[config.mk]
export PLATFORM = sky130hd
export DESIGN_NAME = rsw_top
export DESIGN_NICKNAME = d
export VERILOG_FILES = /design/src/inc/rsw_pkg.sv /design/src/verilog/rsw_sync.sv /design/src/verilog/rsw_mcycle.sv /design/src/verilog/rsw_top.sv
export VERILOG_INCLUDE_DIRS = /design/src /design/src/inc
export SDC_FILE = /design/constraint.sdc
export NUM_CORES = 1
export LEC_CHECK = 0
export ABC_AREA = 1
export BUFFER_PORTS_ARGS = -buffer_cell sky130_fd_sc_hd__buf_2
export CAP_MARGIN = 10
export CELL_PAD_IN_SITES_DETAIL_PLACEMENT = 0
export CELL_PAD_IN_SITES_GLOBAL_PLACEMENT = 1
export CORE_MARGIN = 5
export CORE_UTILIZATION = 33
export CTS_CLUSTER_SIZE = 10
export DETAILED_ROUTE_END_ITERATION = 8
export PLACE_DENSITY = 0.72
export SYNTH_ARGS = -nofsm -noshare
export SYNTH_HDL_FRONTEND = slang
export SYNTH_SLANG_ARGS = --single-unit
[constraint.sdc]
create_clock -name i_clk_sys -period 4.95 [get_ports i_clk_sys]
set_input_delay 0.7425 -clock i_clk_sys [delete_from_list [all_inputs] [get_ports i_clk_sys]]
set_output_delay 0.7425 -clock i_clk_sys [all_outputs]
set_load 0.05 [all_outputs]
[src/inc/rsw_map.svh]
/*
  Constants of the reset supervisor and watchdog: register addresses,
  reset values, field positions and timing counts.
  Assumes inclusion by its bare name from any design or bench file.
*/
`ifndef RSW_MAP_SVH
`define RSW_MAP_SVH

// special-function register addresses
`define RSW_KEY_ADDR 8'hAE
`define RSW_RELOAD_ADDR 8'hA6

// watchdog key: this value disables counting, and is loaded by any reset
`define RSW_KEY_DISABLE 8'h55
`define RSW_KEY_RST 8'h55

// watchdog counter layout and reset value
`define RSW_CNT_W 24
`define RSW_CNT_RST 24'h000000
`define RSW_CNT_ALL_ONES 24'hFFFFFF
`define RSW_CNT_LOW_CLR 16'h0000
`define RSW_CNT_HIGH_LSB 16

// core start address after release
`define RSW_START_ADDR 16'h0000

// power-up flag reset value (i_rst is the cold power-on reset)
`define RSW_PWR_FLAG_RST 1'b1

// machine cycle: default length in core clock periods
`define RSW_MCYC_BASE 3'h4

// timing: clock period and release delay after supply recovery
`define RSW_CLK_PERIOD_PS 4000
`define RSW_ACTV_DELAY_NS 10000

// cycles a watchdog timeout holds the core in reset
`define RSW_WDT_RST_CYC 8

`endif

[src/inc/rsw_pkg.sv]
/*
  Types shared by the reset supervisor and watchdog modules.
  Assumes nothing beyond a SystemVerilog compiler.
*/
package rsw_pkg;

  // one bit per reset source
  typedef struct packed {
    logic ext_pin;
    logic low_supply;
    logic debug;
    logic watchdog;
  } rsw_req_type;

  // watchdog state visible to the rest of the chip
  typedef struct packed {
    logic        enabled;
    logic [7:0]  key;
    logic [23:0] count;
  } rsw_wdt_stat_type;

  // release sequencer states
  typedef enum logic [2:0] {
    RSW_ST_RUN   = 3'b001,
    RSW_ST_HOLD  = 3'b010,
    RSW_ST_DELAY = 3'b100
  } rsw_state_type;

endpackage : rsw_pkg

[src/verilog/rsw_sync.sv]
/*
  Two flip-flop synchroniser, one chain per bit.
  Assumes inputs come from outside the clock domain; first stage is
  read only by the second stage.
*/
`timescale 1ns/1ps
`default_nettype none

module rsw_sync #(
  parameter int W = 1,
  parameter logic [W-1:0] RST_VAL = '0
) (
  // clock and control
  input wire logic i_clk_sys,
  input wire logic i_rst,
  input wire logic i_ce,
  // data
  input wire logic [W-1:0] i_async,
  output logic [W-1:0] o_sync
);

  genvar g;
  generate
    for (g = 0; g < W; g = g + 1) begin : g_bit
      logic meta_r;
      logic meta_nxt;
      logic stab_r;
      logic stab_nxt;

      // hold while the clock enable is low
      always_comb begin
        meta_nxt = i_ce ? i_async[g] : meta_r;
        stab_nxt = i_ce ? meta_r : stab_r;
      end

      always_ff @(posedge i_clk_sys) begin
        if (i_rst) begin
          meta_r <= RST_VAL[g];
          stab_r <= RST_VAL[g];
        end else begin
          meta_r <= meta_nxt;
          stab_r <= stab_nxt;
        end
      end

      assign o_sync[g] = stab_r;
    end
  endgenerate

endmodule // rsw_sync

`default_nettype wire

[src/verilog/rsw_mcycle.sv]
/*
  Machine-cycle strobe generator for the watchdog.
  Assumes the core reports memory transfers, the configured bus cycle
  length and prefetch / branch-cache stalls on the same clock.
*/
`timescale 1ns/1ps
`default_nettype none
`include "rsw_map.svh"

module rsw_mcycle (
  // clock and control
  input wire logic i_clk_sys,
  input wire logic i_rst,
  input wire logic i_ce,
  // core timing inputs
  input wire logic i_mem_xfer,
  input wire logic [2:0] i_bus_periods,
  input wire logic i_stall,
  // one-cycle strobe at the end of each machine cycle
  output logic o_mcycle
);

  logic [2:0] phase_r;
  logic [2:0] phase_nxt;
  logic [2:0] len;
  logic last;

  // longer bus cycles stretch only machine cycles that move memory
  always_comb begin
    len = `RSW_MCYC_BASE;
    if (i_mem_xfer && (i_bus_periods > `RSW_MCYC_BASE)) begin
      len = i_bus_periods;
    end
    // a stall keeps the cycle open until it lifts
    last = (phase_r >= len - 3'h1) && !i_stall;
    phase_nxt = phase_r;
    if (i_ce) begin
      if (last) begin
        phase_nxt = 3'h0;
      end else if (phase_r < len - 3'h1) begin
        phase_nxt = phase_r + 3'h1;
      end
    end
  end

  always_ff @(posedge i_clk_sys) begin
    if (i_rst) begin
      phase_r <= 3'h0;
    end else begin
      phase_r <= phase_nxt;
    end
  end

  assign o_mcycle = i_ce && last;

endmodule // rsw_mcycle

`default_nettype wire

[src/verilog/rsw_top.sv]
/*
  Reset supervisor and watchdog: merges pin, low-supply, debug and
  watchdog reset requests into the core reset and the active-low reset
  of the programmable logic module; holds the watchdog key and counter.
  Assumes a single 250 MHz core clock, firmware writes over the
  special-function register write port, and the core's idle and
  power-down levels on the same clock.
*/
// Operation
// - any of pin, low-supply, debug or watchdog requests raises the core reset.
// - the core is held while reset is high and starts at address 0000h after it.
// - an active-low reset to the programmable logic module follows the core reset.
// - a pin reset lasts exactly as long as the pin is held, with no stretch.
// - after supply recovery the reset stays for a fixed activation delay.
// - the low-supply detector is always active, in idle and power-down too.
// - a low-supply reset sets the power-up flag, which stays until software clears it.
// - the debug reset works in idle and power-down.
// - every reset loads 55h into the watchdog key, disabling the watchdog.
// - the watchdog is off while the key is 55h and on for any other value.
// - the watchdog is a 24-bit up-counter cleared to 000000h by every reset.
// - an enabled watchdog counts up by one per machine cycle.
// - wrapping past all ones issues a reset and restores 55h to the key.
// - a reload write sets the top 8 bits and clears the low 16 bits.
// - the watchdog does not count in idle or power-down.
// - a machine cycle is 4 clocks, longer for slow bus cycles or stalls.
`timescale 1ns/1ps
`default_nettype none
`include "rsw_map.svh"

module rsw_top #(
  parameter int ACTV_DELAY_CYC = (`RSW_ACTV_DELAY_NS * 1000) / `RSW_CLK_PERIOD_PS,
  parameter int WDT_RST_CYC = `RSW_WDT_RST_CYC
) (
  // clock, reset, enable
  input wire logic i_clk_sys,
  input wire logic i_rst,
  input wire logic i_ce,
  // reset sources
  input wire logic i_ext_rst_n,
  input wire logic i_low_supply,
  input wire logic i_debug_rst,
  // core power modes
  input wire logic i_idle,
  input wire logic i_power_down,
  // machine-cycle timing from the core
  input wire logic i_mem_xfer,
  input wire logic [2:0] i_bus_periods,
  input wire logic i_stall,
  // special-function register write port
  input wire logic i_sfr_wr,
  input wire logic [7:0] i_sfr_addr,
  input wire logic [7:0] i_sfr_wdata,
  // power-up flag clear from software
  input wire logic i_power_flag_clr,
  // resets out
  output logic o_core_rst,
  output logic o_plm_rst_n,
  output logic [15:0] o_start_addr,
  // status
  output logic o_power_up_flag,
  output rsw_pkg::rsw_req_type o_rst_cause,
  output rsw_pkg::rsw_wdt_stat_type o_wdt_stat
);

  import rsw_pkg::*;

  localparam int ACTV_CYC = (ACTV_DELAY_CYC < 1) ? 1 : ACTV_DELAY_CYC;
  localparam int WRST_CYC = (WDT_RST_CYC < 1) ? 1 : WDT_RST_CYC;
  localparam int DLY_W = $clog2(ACTV_CYC + 1);
  localparam int WRST_W = $clog2(WRST_CYC + 1);

  // pin and detector levels cross into the clock domain
  logic ext_rst_n_s;
  logic low_supply_s;
  logic mcycle;

  rsw_sync #(
    .W(1),
    .RST_VAL(1'b1)
  ) u_sync_pin (
    .i_clk_sys(i_clk_sys),
    .i_rst(i_rst),
    .i_ce(i_ce),
    .i_async(i_ext_rst_n),
    .o_sync(ext_rst_n_s)
  );

  // detector idles inactive, so a plain i_rst brings no release delay
  rsw_sync #(
    .W(1),
    .RST_VAL(1'b0)
  ) u_sync_supply (
    .i_clk_sys(i_clk_sys),
    .i_rst(i_rst),
    .i_ce(i_ce),
    .i_async(i_low_supply),
    .o_sync(low_supply_s)
  );

  rsw_mcycle u_mcycle (
    .i_clk_sys(i_clk_sys),
    .i_rst(i_rst),
    .i_ce(i_ce),
    .i_mem_xfer(i_mem_xfer),
    .i_bus_periods(i_bus_periods),
    .i_stall(i_stall),
    .o_mcycle(mcycle)
  );

  // release sequencer state
  rsw_state_type state_r;
  rsw_state_type state_nxt;
  logic [DLY_W-1:0] dly_r;
  logic [DLY_W-1:0] dly_nxt;
  logic supply_seen_r;
  logic supply_seen_nxt;
  logic core_rst_r;
  logic core_rst_nxt;
  rsw_req_type cause_r;
  rsw_req_type cause_nxt;
  logic pwr_flag_r;
  logic pwr_flag_nxt;

  // watchdog state
  logic [7:0] key_r;
  logic [7:0] key_nxt;
  logic [`RSW_CNT_W-1:0] cnt_r;
  logic [`RSW_CNT_W-1:0] cnt_nxt;
  logic [WRST_W-1:0] wrst_r;
  logic [WRST_W-1:0] wrst_nxt;

  rsw_req_type req;
  logic any_req;
  logic wdt_en;
  logic wdt_wrap;
  logic wdt_tick;
  logic key_wr;
  logic reload_wr;

  // request vector; idle and power-down gate neither detector nor debug
  always_comb begin
    req.ext_pin = !ext_rst_n_s;
    req.low_supply = low_supply_s;
    req.debug = i_debug_rst;
    req.watchdog = (wrst_r != '0);
    any_req = req.ext_pin || req.low_supply || req.debug || req.watchdog;
  end

  // sequencer: hold while any request, then delay only after low supply
  always_comb begin
    state_nxt = state_r;
    dly_nxt = dly_r;
    supply_seen_nxt = supply_seen_r;
    cause_nxt = cause_r;
    unique case (state_r)
      RSW_ST_RUN: begin
        if (any_req) begin
          state_nxt = RSW_ST_HOLD;
          cause_nxt = req;
          supply_seen_nxt = req.low_supply;
        end
      end
      RSW_ST_HOLD: begin
        cause_nxt = cause_r | req;
        supply_seen_nxt = supply_seen_r || req.low_supply;
        if (!any_req) begin
          if (supply_seen_r) begin
            state_nxt = RSW_ST_DELAY;
            dly_nxt = DLY_W'(ACTV_CYC - 1);
          end else begin
            state_nxt = RSW_ST_RUN;
          end
        end
      end
      RSW_ST_DELAY: begin
        if (any_req) begin
          state_nxt = RSW_ST_HOLD;
          cause_nxt = cause_r | req;
          supply_seen_nxt = supply_seen_r || req.low_supply;
        end else if (dly_r == '0) begin
          state_nxt = RSW_ST_RUN;
          supply_seen_nxt = 1'b0;
        end else begin
          dly_nxt = dly_r - DLY_W'(1);
        end
      end
    endcase
    // reset high while any request or pending delay remains
    core_rst_nxt = any_req || (state_nxt != RSW_ST_RUN);
    // a low clock enable freezes the sequencer whatever the requests do
    if (!i_ce) begin
      state_nxt = state_r;
      dly_nxt = dly_r;
      supply_seen_nxt = supply_seen_r;
      cause_nxt = cause_r;
      core_rst_nxt = core_rst_r;
    end
  end

  always_ff @(posedge i_clk_sys) begin
    if (i_rst) begin
      state_r <= RSW_ST_HOLD;
      dly_r <= '0;
      supply_seen_r <= 1'b0;
      cause_r <= '0;
      core_rst_r <= 1'b1;
    end else begin
      state_r <= state_nxt;
      dly_r <= dly_nxt;
      supply_seen_r <= supply_seen_nxt;
      cause_r <= cause_nxt;
      core_rst_r <= core_rst_nxt;
    end
  end

  // power-up flag: a new low-supply event wins over a same-cycle clear
  always_comb begin
    pwr_flag_nxt = pwr_flag_r;
    if (i_ce) begin
      if (req.low_supply) begin
        pwr_flag_nxt = 1'b1;
      end else if (i_power_flag_clr) begin
        pwr_flag_nxt = 1'b0;
      end
    end
  end

  always_ff @(posedge i_clk_sys) begin
    if (i_rst) begin
      pwr_flag_r <= `RSW_PWR_FLAG_RST;
    end else begin
      pwr_flag_r <= pwr_flag_nxt;
    end
  end

  // watchdog decode and counting
  always_comb begin
    key_wr = i_sfr_wr && (i_sfr_addr == `RSW_KEY_ADDR);
    reload_wr = i_sfr_wr && (i_sfr_addr == `RSW_RELOAD_ADDR);
    wdt_en = (key_r != `RSW_KEY_DISABLE);
    // no counting in idle or power-down
    wdt_tick = wdt_en && mcycle && !i_idle && !i_power_down;
    // overflow only on a real count step past all ones
    wdt_wrap = wdt_tick && (cnt_r == `RSW_CNT_ALL_ONES);
  end

  // a reload in the wrap cycle refreshes the count and averts the timeout
  always_comb begin
    key_nxt = key_r;
    cnt_nxt = cnt_r;
    wrst_nxt = wrst_r;
    if (i_ce) begin
      if (core_rst_r) begin
        key_nxt = `RSW_KEY_RST;
        cnt_nxt = `RSW_CNT_RST;
      end else begin
        if (key_wr) begin
          key_nxt = i_sfr_wdata;
        end
        if (reload_wr) begin
          cnt_nxt = {i_sfr_wdata, `RSW_CNT_LOW_CLR};
        end else if (wdt_wrap) begin
          key_nxt = `RSW_KEY_DISABLE;
          cnt_nxt = `RSW_CNT_RST;
          wrst_nxt = WRST_W'(WRST_CYC);
        end else if (wdt_tick) begin
          cnt_nxt = cnt_r + `RSW_CNT_W'(1);
        end
      end
      // timeout pulse is stretched so the sequencer always sees it
      if (wrst_r != '0) begin
        wrst_nxt = wrst_r - WRST_W'(1);
      end
    end
  end

  always_ff @(posedge i_clk_sys) begin
    if (i_rst) begin
      key_r <= `RSW_KEY_RST;
      cnt_r <= `RSW_CNT_RST;
      wrst_r <= '0;
    end else begin
      key_r <= key_nxt;
      cnt_r <= cnt_nxt;
      wrst_r <= wrst_nxt;
    end
  end

  // outputs from flip-flops; the start address is fixed
  assign o_core_rst = core_rst_r;
  assign o_plm_rst_n = !core_rst_r;
  assign o_start_addr = `RSW_START_ADDR;
  assign o_power_up_flag = pwr_flag_r;
  // cause holds the sources of the last reset until the next one begins
  assign o_rst_cause = cause_r;
  // status enable shares the decode, so it cannot drift from counting
  assign o_wdt_stat = '{enabled: wdt_en, key: key_r, count: cnt_r};

endmodule // rsw_top

`default_nettype wire

# ---- Word-level counts from Yosys, hierarchy flattened
# Index checks and enable logic that the tools add are counted.
dict set report word_totals {
  ff_bits 65
  latch_bits 0
  ram_bits 0
  mem_bits_ro 0
  out_inout_bits 56
  elab_cells 111
  mem_count 0
}
dict set report classes {
  addsub 5
  multipliers 0
  div_mod_pow 0
  n_lt_le_gt_ge 3
  n_eq_ne 17
  shift 0
  n_mux 35
  bitwise 1
  n_reduce_logical 33
}
# op count
set op_table {}
lappend op_table {{24-bit 2-to-1 mux} 4}
lappend op_table {{12-bit 2-to-1 mux} 4}
lappend op_table {{8-bit 2-to-1 mux} 4}
lappend op_table {{24-bit by 1-bit adder with 24-bit output (second input constant)} 1}
lappend op_table {{24-bit == test (second input constant)} 1}
lappend op_table {{3-bit 2-to-1 mux} 8}
lappend op_table {{4-bit 2-to-1 mux} 6}
lappend op_table {{12-bit case mux with 2 select lines} 1}
lappend op_table {{8-bit == test (second input constant)} 2}
lappend op_table {{2-bit != test (second input constant)} 7}
lappend op_table {{12-bit logical NOT} 1}
lappend op_table {{4-bit case mux with 3 select lines} 1}
lappend op_table {{12-bit by 1-bit subtractor with 12-bit output (second input constant)} 1}
lappend op_table {{1-bit logical AND} 9}
lappend op_table {{3-bit case mux with 3 select lines} 1}
lappend op_table {{8-bit by 7-bit != test with 1-bit output (second input constant)} 1}
lappend op_table {{2-bit nonzero test} 4}
lappend op_table {{4-bit nonzero test} 2}
lappend op_table {{2-bit AND reduction} 3}
lappend op_table {{3-bit AND reduction} 2}
lappend op_table {{6-bit AND reduction} 1}
lappend op_table {{1-bit logical NOT} 5}
lappend op_table {{1-bit logical OR} 5}
lappend op_table {{1-bit 2-to-1 mux} 5}
lappend op_table {{15 further kinds} 15}

# ---- Depth between registers and ports, before layout
dict set report depth {
  depth_word 15
  mapped_depth 16
}

# ---- Modules after synthesis
# A second synthesis with hierarchy kept.
dict set report unflattened {
  hier_cells 709
  hier_area_um2 4505.6
}
# mod instances cells_per_inst area_per_inst_um2 seq_area_each_um2
set modules_own_cells {}
lappend modules_own_cells {rsw_top 1 641 4048.9 1161.1}
lappend modules_own_cells {rsw_mcycle 1 45 300.3 60.1}
lappend modules_own_cells {{rsw_sync (u_sync_supply)} 1 13 83.8 40.0}
lappend modules_own_cells {{rsw_sync (u_sync_pin)} 1 10 72.6 40.0}

# ---- Least setup slack after synthesis
# Ideal clock, no wire load.
dict set report synth_path {
  path_kind {input to register}
  start {in i_mem_xfer}
  end {reg cnt_r[4]}
  setup_time_ns 0.071
  arrival_ns 2.351
  t_required_ns 4.879
  path_slack_ns 2.529
  stages 14
  path_buffers 2
  cell_sequence {nand3_1 > ha_1 > clkbuf_1 > ha_1 > a21oi_1 > nand3_1 > nand2_1 > inv_1 > nand2_1 > nand2_2 > nand2_2 > buf_2 > nand2_1 > a21oi_1}
}
dict set report synth_via {
  elab_chain_cells 13
  word_cells_on_any_way 15
  classes_between {1 x add/sub; 1 x order compare; 4 x mux; 9 x reduce/logical}
}
# item line
set synth_lines {}
lappend synth_lines {{start: declaration} rsw_top.sv:46} ;# input wire logic i_mem_xfer,
lappend synth_lines {{1-bit logical AND *} rsw_mcycle.sv:31} ;# if (i_mem_xfer && (i_bus_periods > `RSW_MCYC_BASE)) begin
lappend synth_lines {{3-bit 2-to-1 mux *} rsw_mcycle.sv:31}
lappend synth_lines {{3-bit by 1-bit subtractor with 3-bit output *} rsw_mcycle.sv:35} ;# last = (phase_r >= len - 3'h1) && !i_stall;
lappend synth_lines {{3-bit greater-or-equal comparator *} rsw_mcycle.sv:35}
lappend synth_lines {{1-bit logical AND *} rsw_mcycle.sv:35}
lappend synth_lines {{1-bit logical AND *} rsw_mcycle.sv:54} ;# assign o_mcycle = i_ce && last;
lappend synth_lines {{1-bit logical AND * (3 in a row)} rsw_top.sv:242} ;# wdt_tick = wdt_en && mcycle && !i_idle && !i_power_down;
lappend synth_lines {{1-bit logical AND} rsw_top.sv:244} ;# wdt_wrap = wdt_tick && (cnt_r == `RSW_CNT_ALL_ONES);
lappend synth_lines {{24-bit 2-to-1 mux} rsw_top.sv:262} ;# end else if (wdt_wrap) begin
lappend synth_lines {{24-bit 2-to-1 mux} rsw_top.sv:260} ;# if (reload_wr) begin
lappend synth_lines {{24-bit 2-to-1 mux} rsw_top.sv:253} ;# if (core_rst_r) begin
lappend synth_lines {{end signal: assignment} rsw_top.sv:280} ;# cnt_r <= `RSW_CNT_RST;
lappend synth_lines {{end signal: assignment} rsw_top.sv:284} ;# cnt_r <= cnt_nxt;
lappend synth_lines {{end: declaration} rsw_top.sv:127} ;# logic [`RSW_CNT_W-1:0] cnt_r;
# Mark *: on every way between the ends. The rest lies on a longest branch, timed or not.
# A chain may end at the register's enable or synchronous reset.

# ---- Worst setup path in the final report
dict set report layout_path {
  start {in i_mem_xfer}
  end {reg cnt_r[5]}
}
# The elaborated chain is that of the path after synthesis.

==> results.py <==
metrics = {
    "status": {
        "outcome": "completed",
    },
    "timing": {
        "final.min_clock_period_ns": 2.78,
        "max_freq_mhz": 359,
        "min_period_over_period": 0.562,
        "worst_slack_ns": 2.17,
        "slew_headroom": 0.329,
        "rsz0062_at_grt": "no",
        "setup_viol": 0,
        "clock_skew_ns": 0.00629,
        "tightest_slew_ns": 1.01,
        "drv_slew": 0,
        "tns_ns": 0,
        "hold_viol": 0,
    },
    "synthesis": {
        "seq_area_frac_synth": 0.304,
        "avgSynthCellArea_um2": 6.39,
        "yosysTopAreaCell": "dfxtp_1",
        "synth.area.top_cells": "dfxtp_1 30%, nand2_1 17%, nor2_1 7.0%",
        "yosysMostFrequentCell": "nand2_1",
        "synth_top_area_share": 0.304,
        "ys_warn_count": 0,
        "synthFlopType": "dfxtp_1",
        "netlist_area_um2": 4280,
        "synth_cell_types": 42,
        "syn_inst": 670,
        "synth_edf_count": 0,
        "synth-async-reset-ratio": 0,
        "synthTopCellsByCount": "193 x nand2_1, 80 x nor2_1, 65 x dfxtp_1",
        "synth_seq_cells": 65,
    },
    "place": {
        "gp_congestion": 0.784,
        "placed_cells": 889,
        "pre_cts_ws_ns": 1.82,
        "hpwl_um": 8850,
        "port_buffers": 70,
    },
    "floorplanning": {
        "ios": 87,
        "num_rows": 41,
        "core-area_um2": 12700,
        "start_util": 0.338,
        "dieArea_um2": 15300,
        "die_h_um": 124,
        "die_w_um": 124,
    },
    "detailed_routing": {
        "num_vias": 4267,
        "first_pass_iters": 7,
        "via_per_inst": 4.71,
        "ant_nets": 0,
        "drc": 0,
        "wl_per_cell_um": 13.0,
        "drt-total-wl_um": 11800,
        "dr.first_iter.drc_count": 260,
    },
    "clock_tree": {
        "cts_hold_buf": 0,
        "clkTransAtPathRegs_ns": 0.06,
        "numClockSinks": 65,
        "cts_resized": 0,
        "cts_setup_buffers": 0,
        "h-tree-depth": 3,
        "clockBufferDepth": 2,
        "cts_buffers": 9,
        "worstSkewPairLatency_ns": 0.33,
        "root_buffer": "clkbuf_16",
        "cts_tree": "done",
    },
    "cells_and_area": {
        "regArea_um2": 1300,
        "final_core_util": 0.393,
        "multi_input_area_um2": 2550,
        "filler_cell_count": 1374,
        "fin_cells": 905,
        "drive_gt1_frac": 0.175,
        "final_nets": 766,
        "area_growth_syn_to_layout_pct": 16.3,
        "diodes": 0,
    },
    "worst_setup_path": {
        "endpoint_kind": "register",
        "critical_path_class": "in2reg",
        "critical_path.top_delay_family": "simple AND/OR/NAND/NOR gates",
        "reg2regPathDepth": 9,
        "crit_buf_inv": 3,
        "timing.rr.start": "o_core_rst$_SDFFE_PP1P_",
        "critPathArrivalTime_ns": 3.00,
        "r2r-end": "cnt_r[5]$_SDFFE_PP0P_",
        "slowest_delay_ns": 0.30,
        "cp_max_fo": 21,
        "start_kind": "input port",
        "required_ns": 5.17,
        "reg2reg_slack_ns": 2.48,
        "path_cells": "buf_2 -> nand3_1 -> ha_1 -> ha_1 -> nand3_1 -> nand3_1 -> nand2_1 -> inv_1 -> nand2_1 -> nand2_2 -> nand2_2 -> inv_4 -> o21ai_2 -> nand2_2 -> nor2_1",
        "cpMaxStageDelayCell": "ha_1",
    },
    "hold_path": {
        "min_path_type": "reg2reg",
        "min_from": "u_sync_pin.g_bit[0].meta_r$_SDFFE_PP1P_",
        "whs_path_depth": 2,
        "min_to": "u_sync_pin.g_bit[0].meta_r$_SDFFE_PP1P_",
    },
    "global_routing": {
        "grt_pass1_wl_um": 19400,
        "antenna_found_initial": 0,
        "grtUsageTotal": 0.159,
        "top_usage_layer": "met2",
        "met1_usage": 0.225,
        "grt_pass1_vias": 3963,
        "grtUsageMet3": 0.0336,
        "grt_max_degree": 49,
        "grt_use_met2": 0.245,
        "grt-ovfl-total": 0,
    },
    "power_and_ir_drop": {
        "power.density_nw_per_um2": 289,
        "leakagePower_nw": 2.29,
        "vdd_drop_max_mv": 0.179,
    },
    "run": {
        "drv_cap": 0,
    },
}
==> area by class of cell <==
cell class | instances | area share
multi-input cells | 516 | 0.512
flip-flops and latches | 65 | 0.262
repair buffers | 70 | 0.0704
inverters | 66 | 0.0503
clock buffers | 10 | 0.0460
well taps | 172 | 0.0433
clock inverters | 6 | 0.0166
==> metal layers <==
layer  share of wire  vias up
met5               0        -
li1                -     2242
met2            0.44       81
met1            0.51     1935
met4           0.011        0
met3           0.046        9
==> cell usage in the layout (no fill, tap or decap), drive strengths merged, types with 3 or more instances in the layout <==
cell / synthesis / layout
nand3: 49 / 49
dfxtp: 65 / 65
conb: 1 / 16
nor3: 9 / 9
xnor2: 4 / 4
inv: 65 / 65
clkinv: 1 / 4
ha: 7 / 7
nand4: 13 / 13
buf: 26 / 70
a21oi: 48 / 48
o21ai: 35 / 35
nand3b: 10 / 10
nand2: 204 / 204
nor2: 97 / 97
clkbuf: 12 / 10
o21bai: 3 / 3
xor2: 10 / 10
==> worst reg2reg max path, stage by stage (launching register included) <==
cell	delay, ns
dfxtp_1	0.62
clkinv_1	0.44
nand2_2	0.22
inv_2	0.05
nand2_2	0.09
nand2_2	0.29
inv_4	0.32
o21ai_2	0.12
nand2_2	0.15
nor2_1	0.07
==> power breakdown <==
group          internal, mW  switching, mW  leakage [nW]
combinational        0.0598          0.151          1.61
clock                 0.438          0.235         0.152
sequential            0.539         0.0141         0.528
==> how the worst max path moves through the flow <==
stage                     startpoint                    end  slack, ns  depth (start not counted)
after floorplan           i_mem_xfer  cnt_r[4]$_SDFFE_PP0P_       2.53                         14
after global placement          i_ce  cnt_r[3]$_SDFFE_PP0P_       1.92                         12
after detailed placement  i_mem_xfer  cnt_r[0]$_SDFFE_PP0P_       1.82                         15
after CTS                 i_mem_xfer  cnt_r[0]$_SDFFE_PP0P_       2.16                         15
after global routing            i_ce  cnt_r[0]$_SDFFE_PP0P_       1.83                         12
final                     i_mem_xfer  cnt_r[5]$_SDFFE_PP0P_       2.17                         15
==> per-stage QoR <==
step | instance area (um2) | hold slack, ns | power (mW)
2_1_floorplan | 4340 | 0.429 | 0.741
3_3_place_gp | 4660 | 0.446 | 0.772
4_1_cts | 4970 | 0.459 | 1.45
6_report | 4970 | 0.464 | 1.44
3_5_place_dp | 4660 | 0.444 | 0.775
5_1_grt | 4970 | 0.494 | 1.51
==> flip-flops by register name, summed over array words and instances, names as in the netlist <==
signal / cells
cnt_r: 24
dly_r: 12
key_r: 8
o_rst_cause: 4
wrst_r: 4
state_r: 3
u_mcycle.phase_r: 3
o_core_rst: 1
o_power_up_flag: 1
supply_seen_r: 1
u_sync_pin.g_bit.meta_r: 1
u_sync_pin.o_sync: 1
u_sync_supply.g_bit.meta_r: 1
u_sync_supply.o_sync: 1
==> cells by family after synthesis <==
| family | Yosys count | share of synthesized area |
|---|---|---|
| flops | 65 | 0.304 |
| fa+ha+maj | 7 | 0.0205 |
| buf+inv | 104 | 0.114 |
| other cells | 1 | 0.000876 |
| xor+xnor | 14 | 0.0287 |
| compound gates | 94 | 0.121 |
| simple gates | 385 | 0.411 |
(Power assumes the default switching activity.)
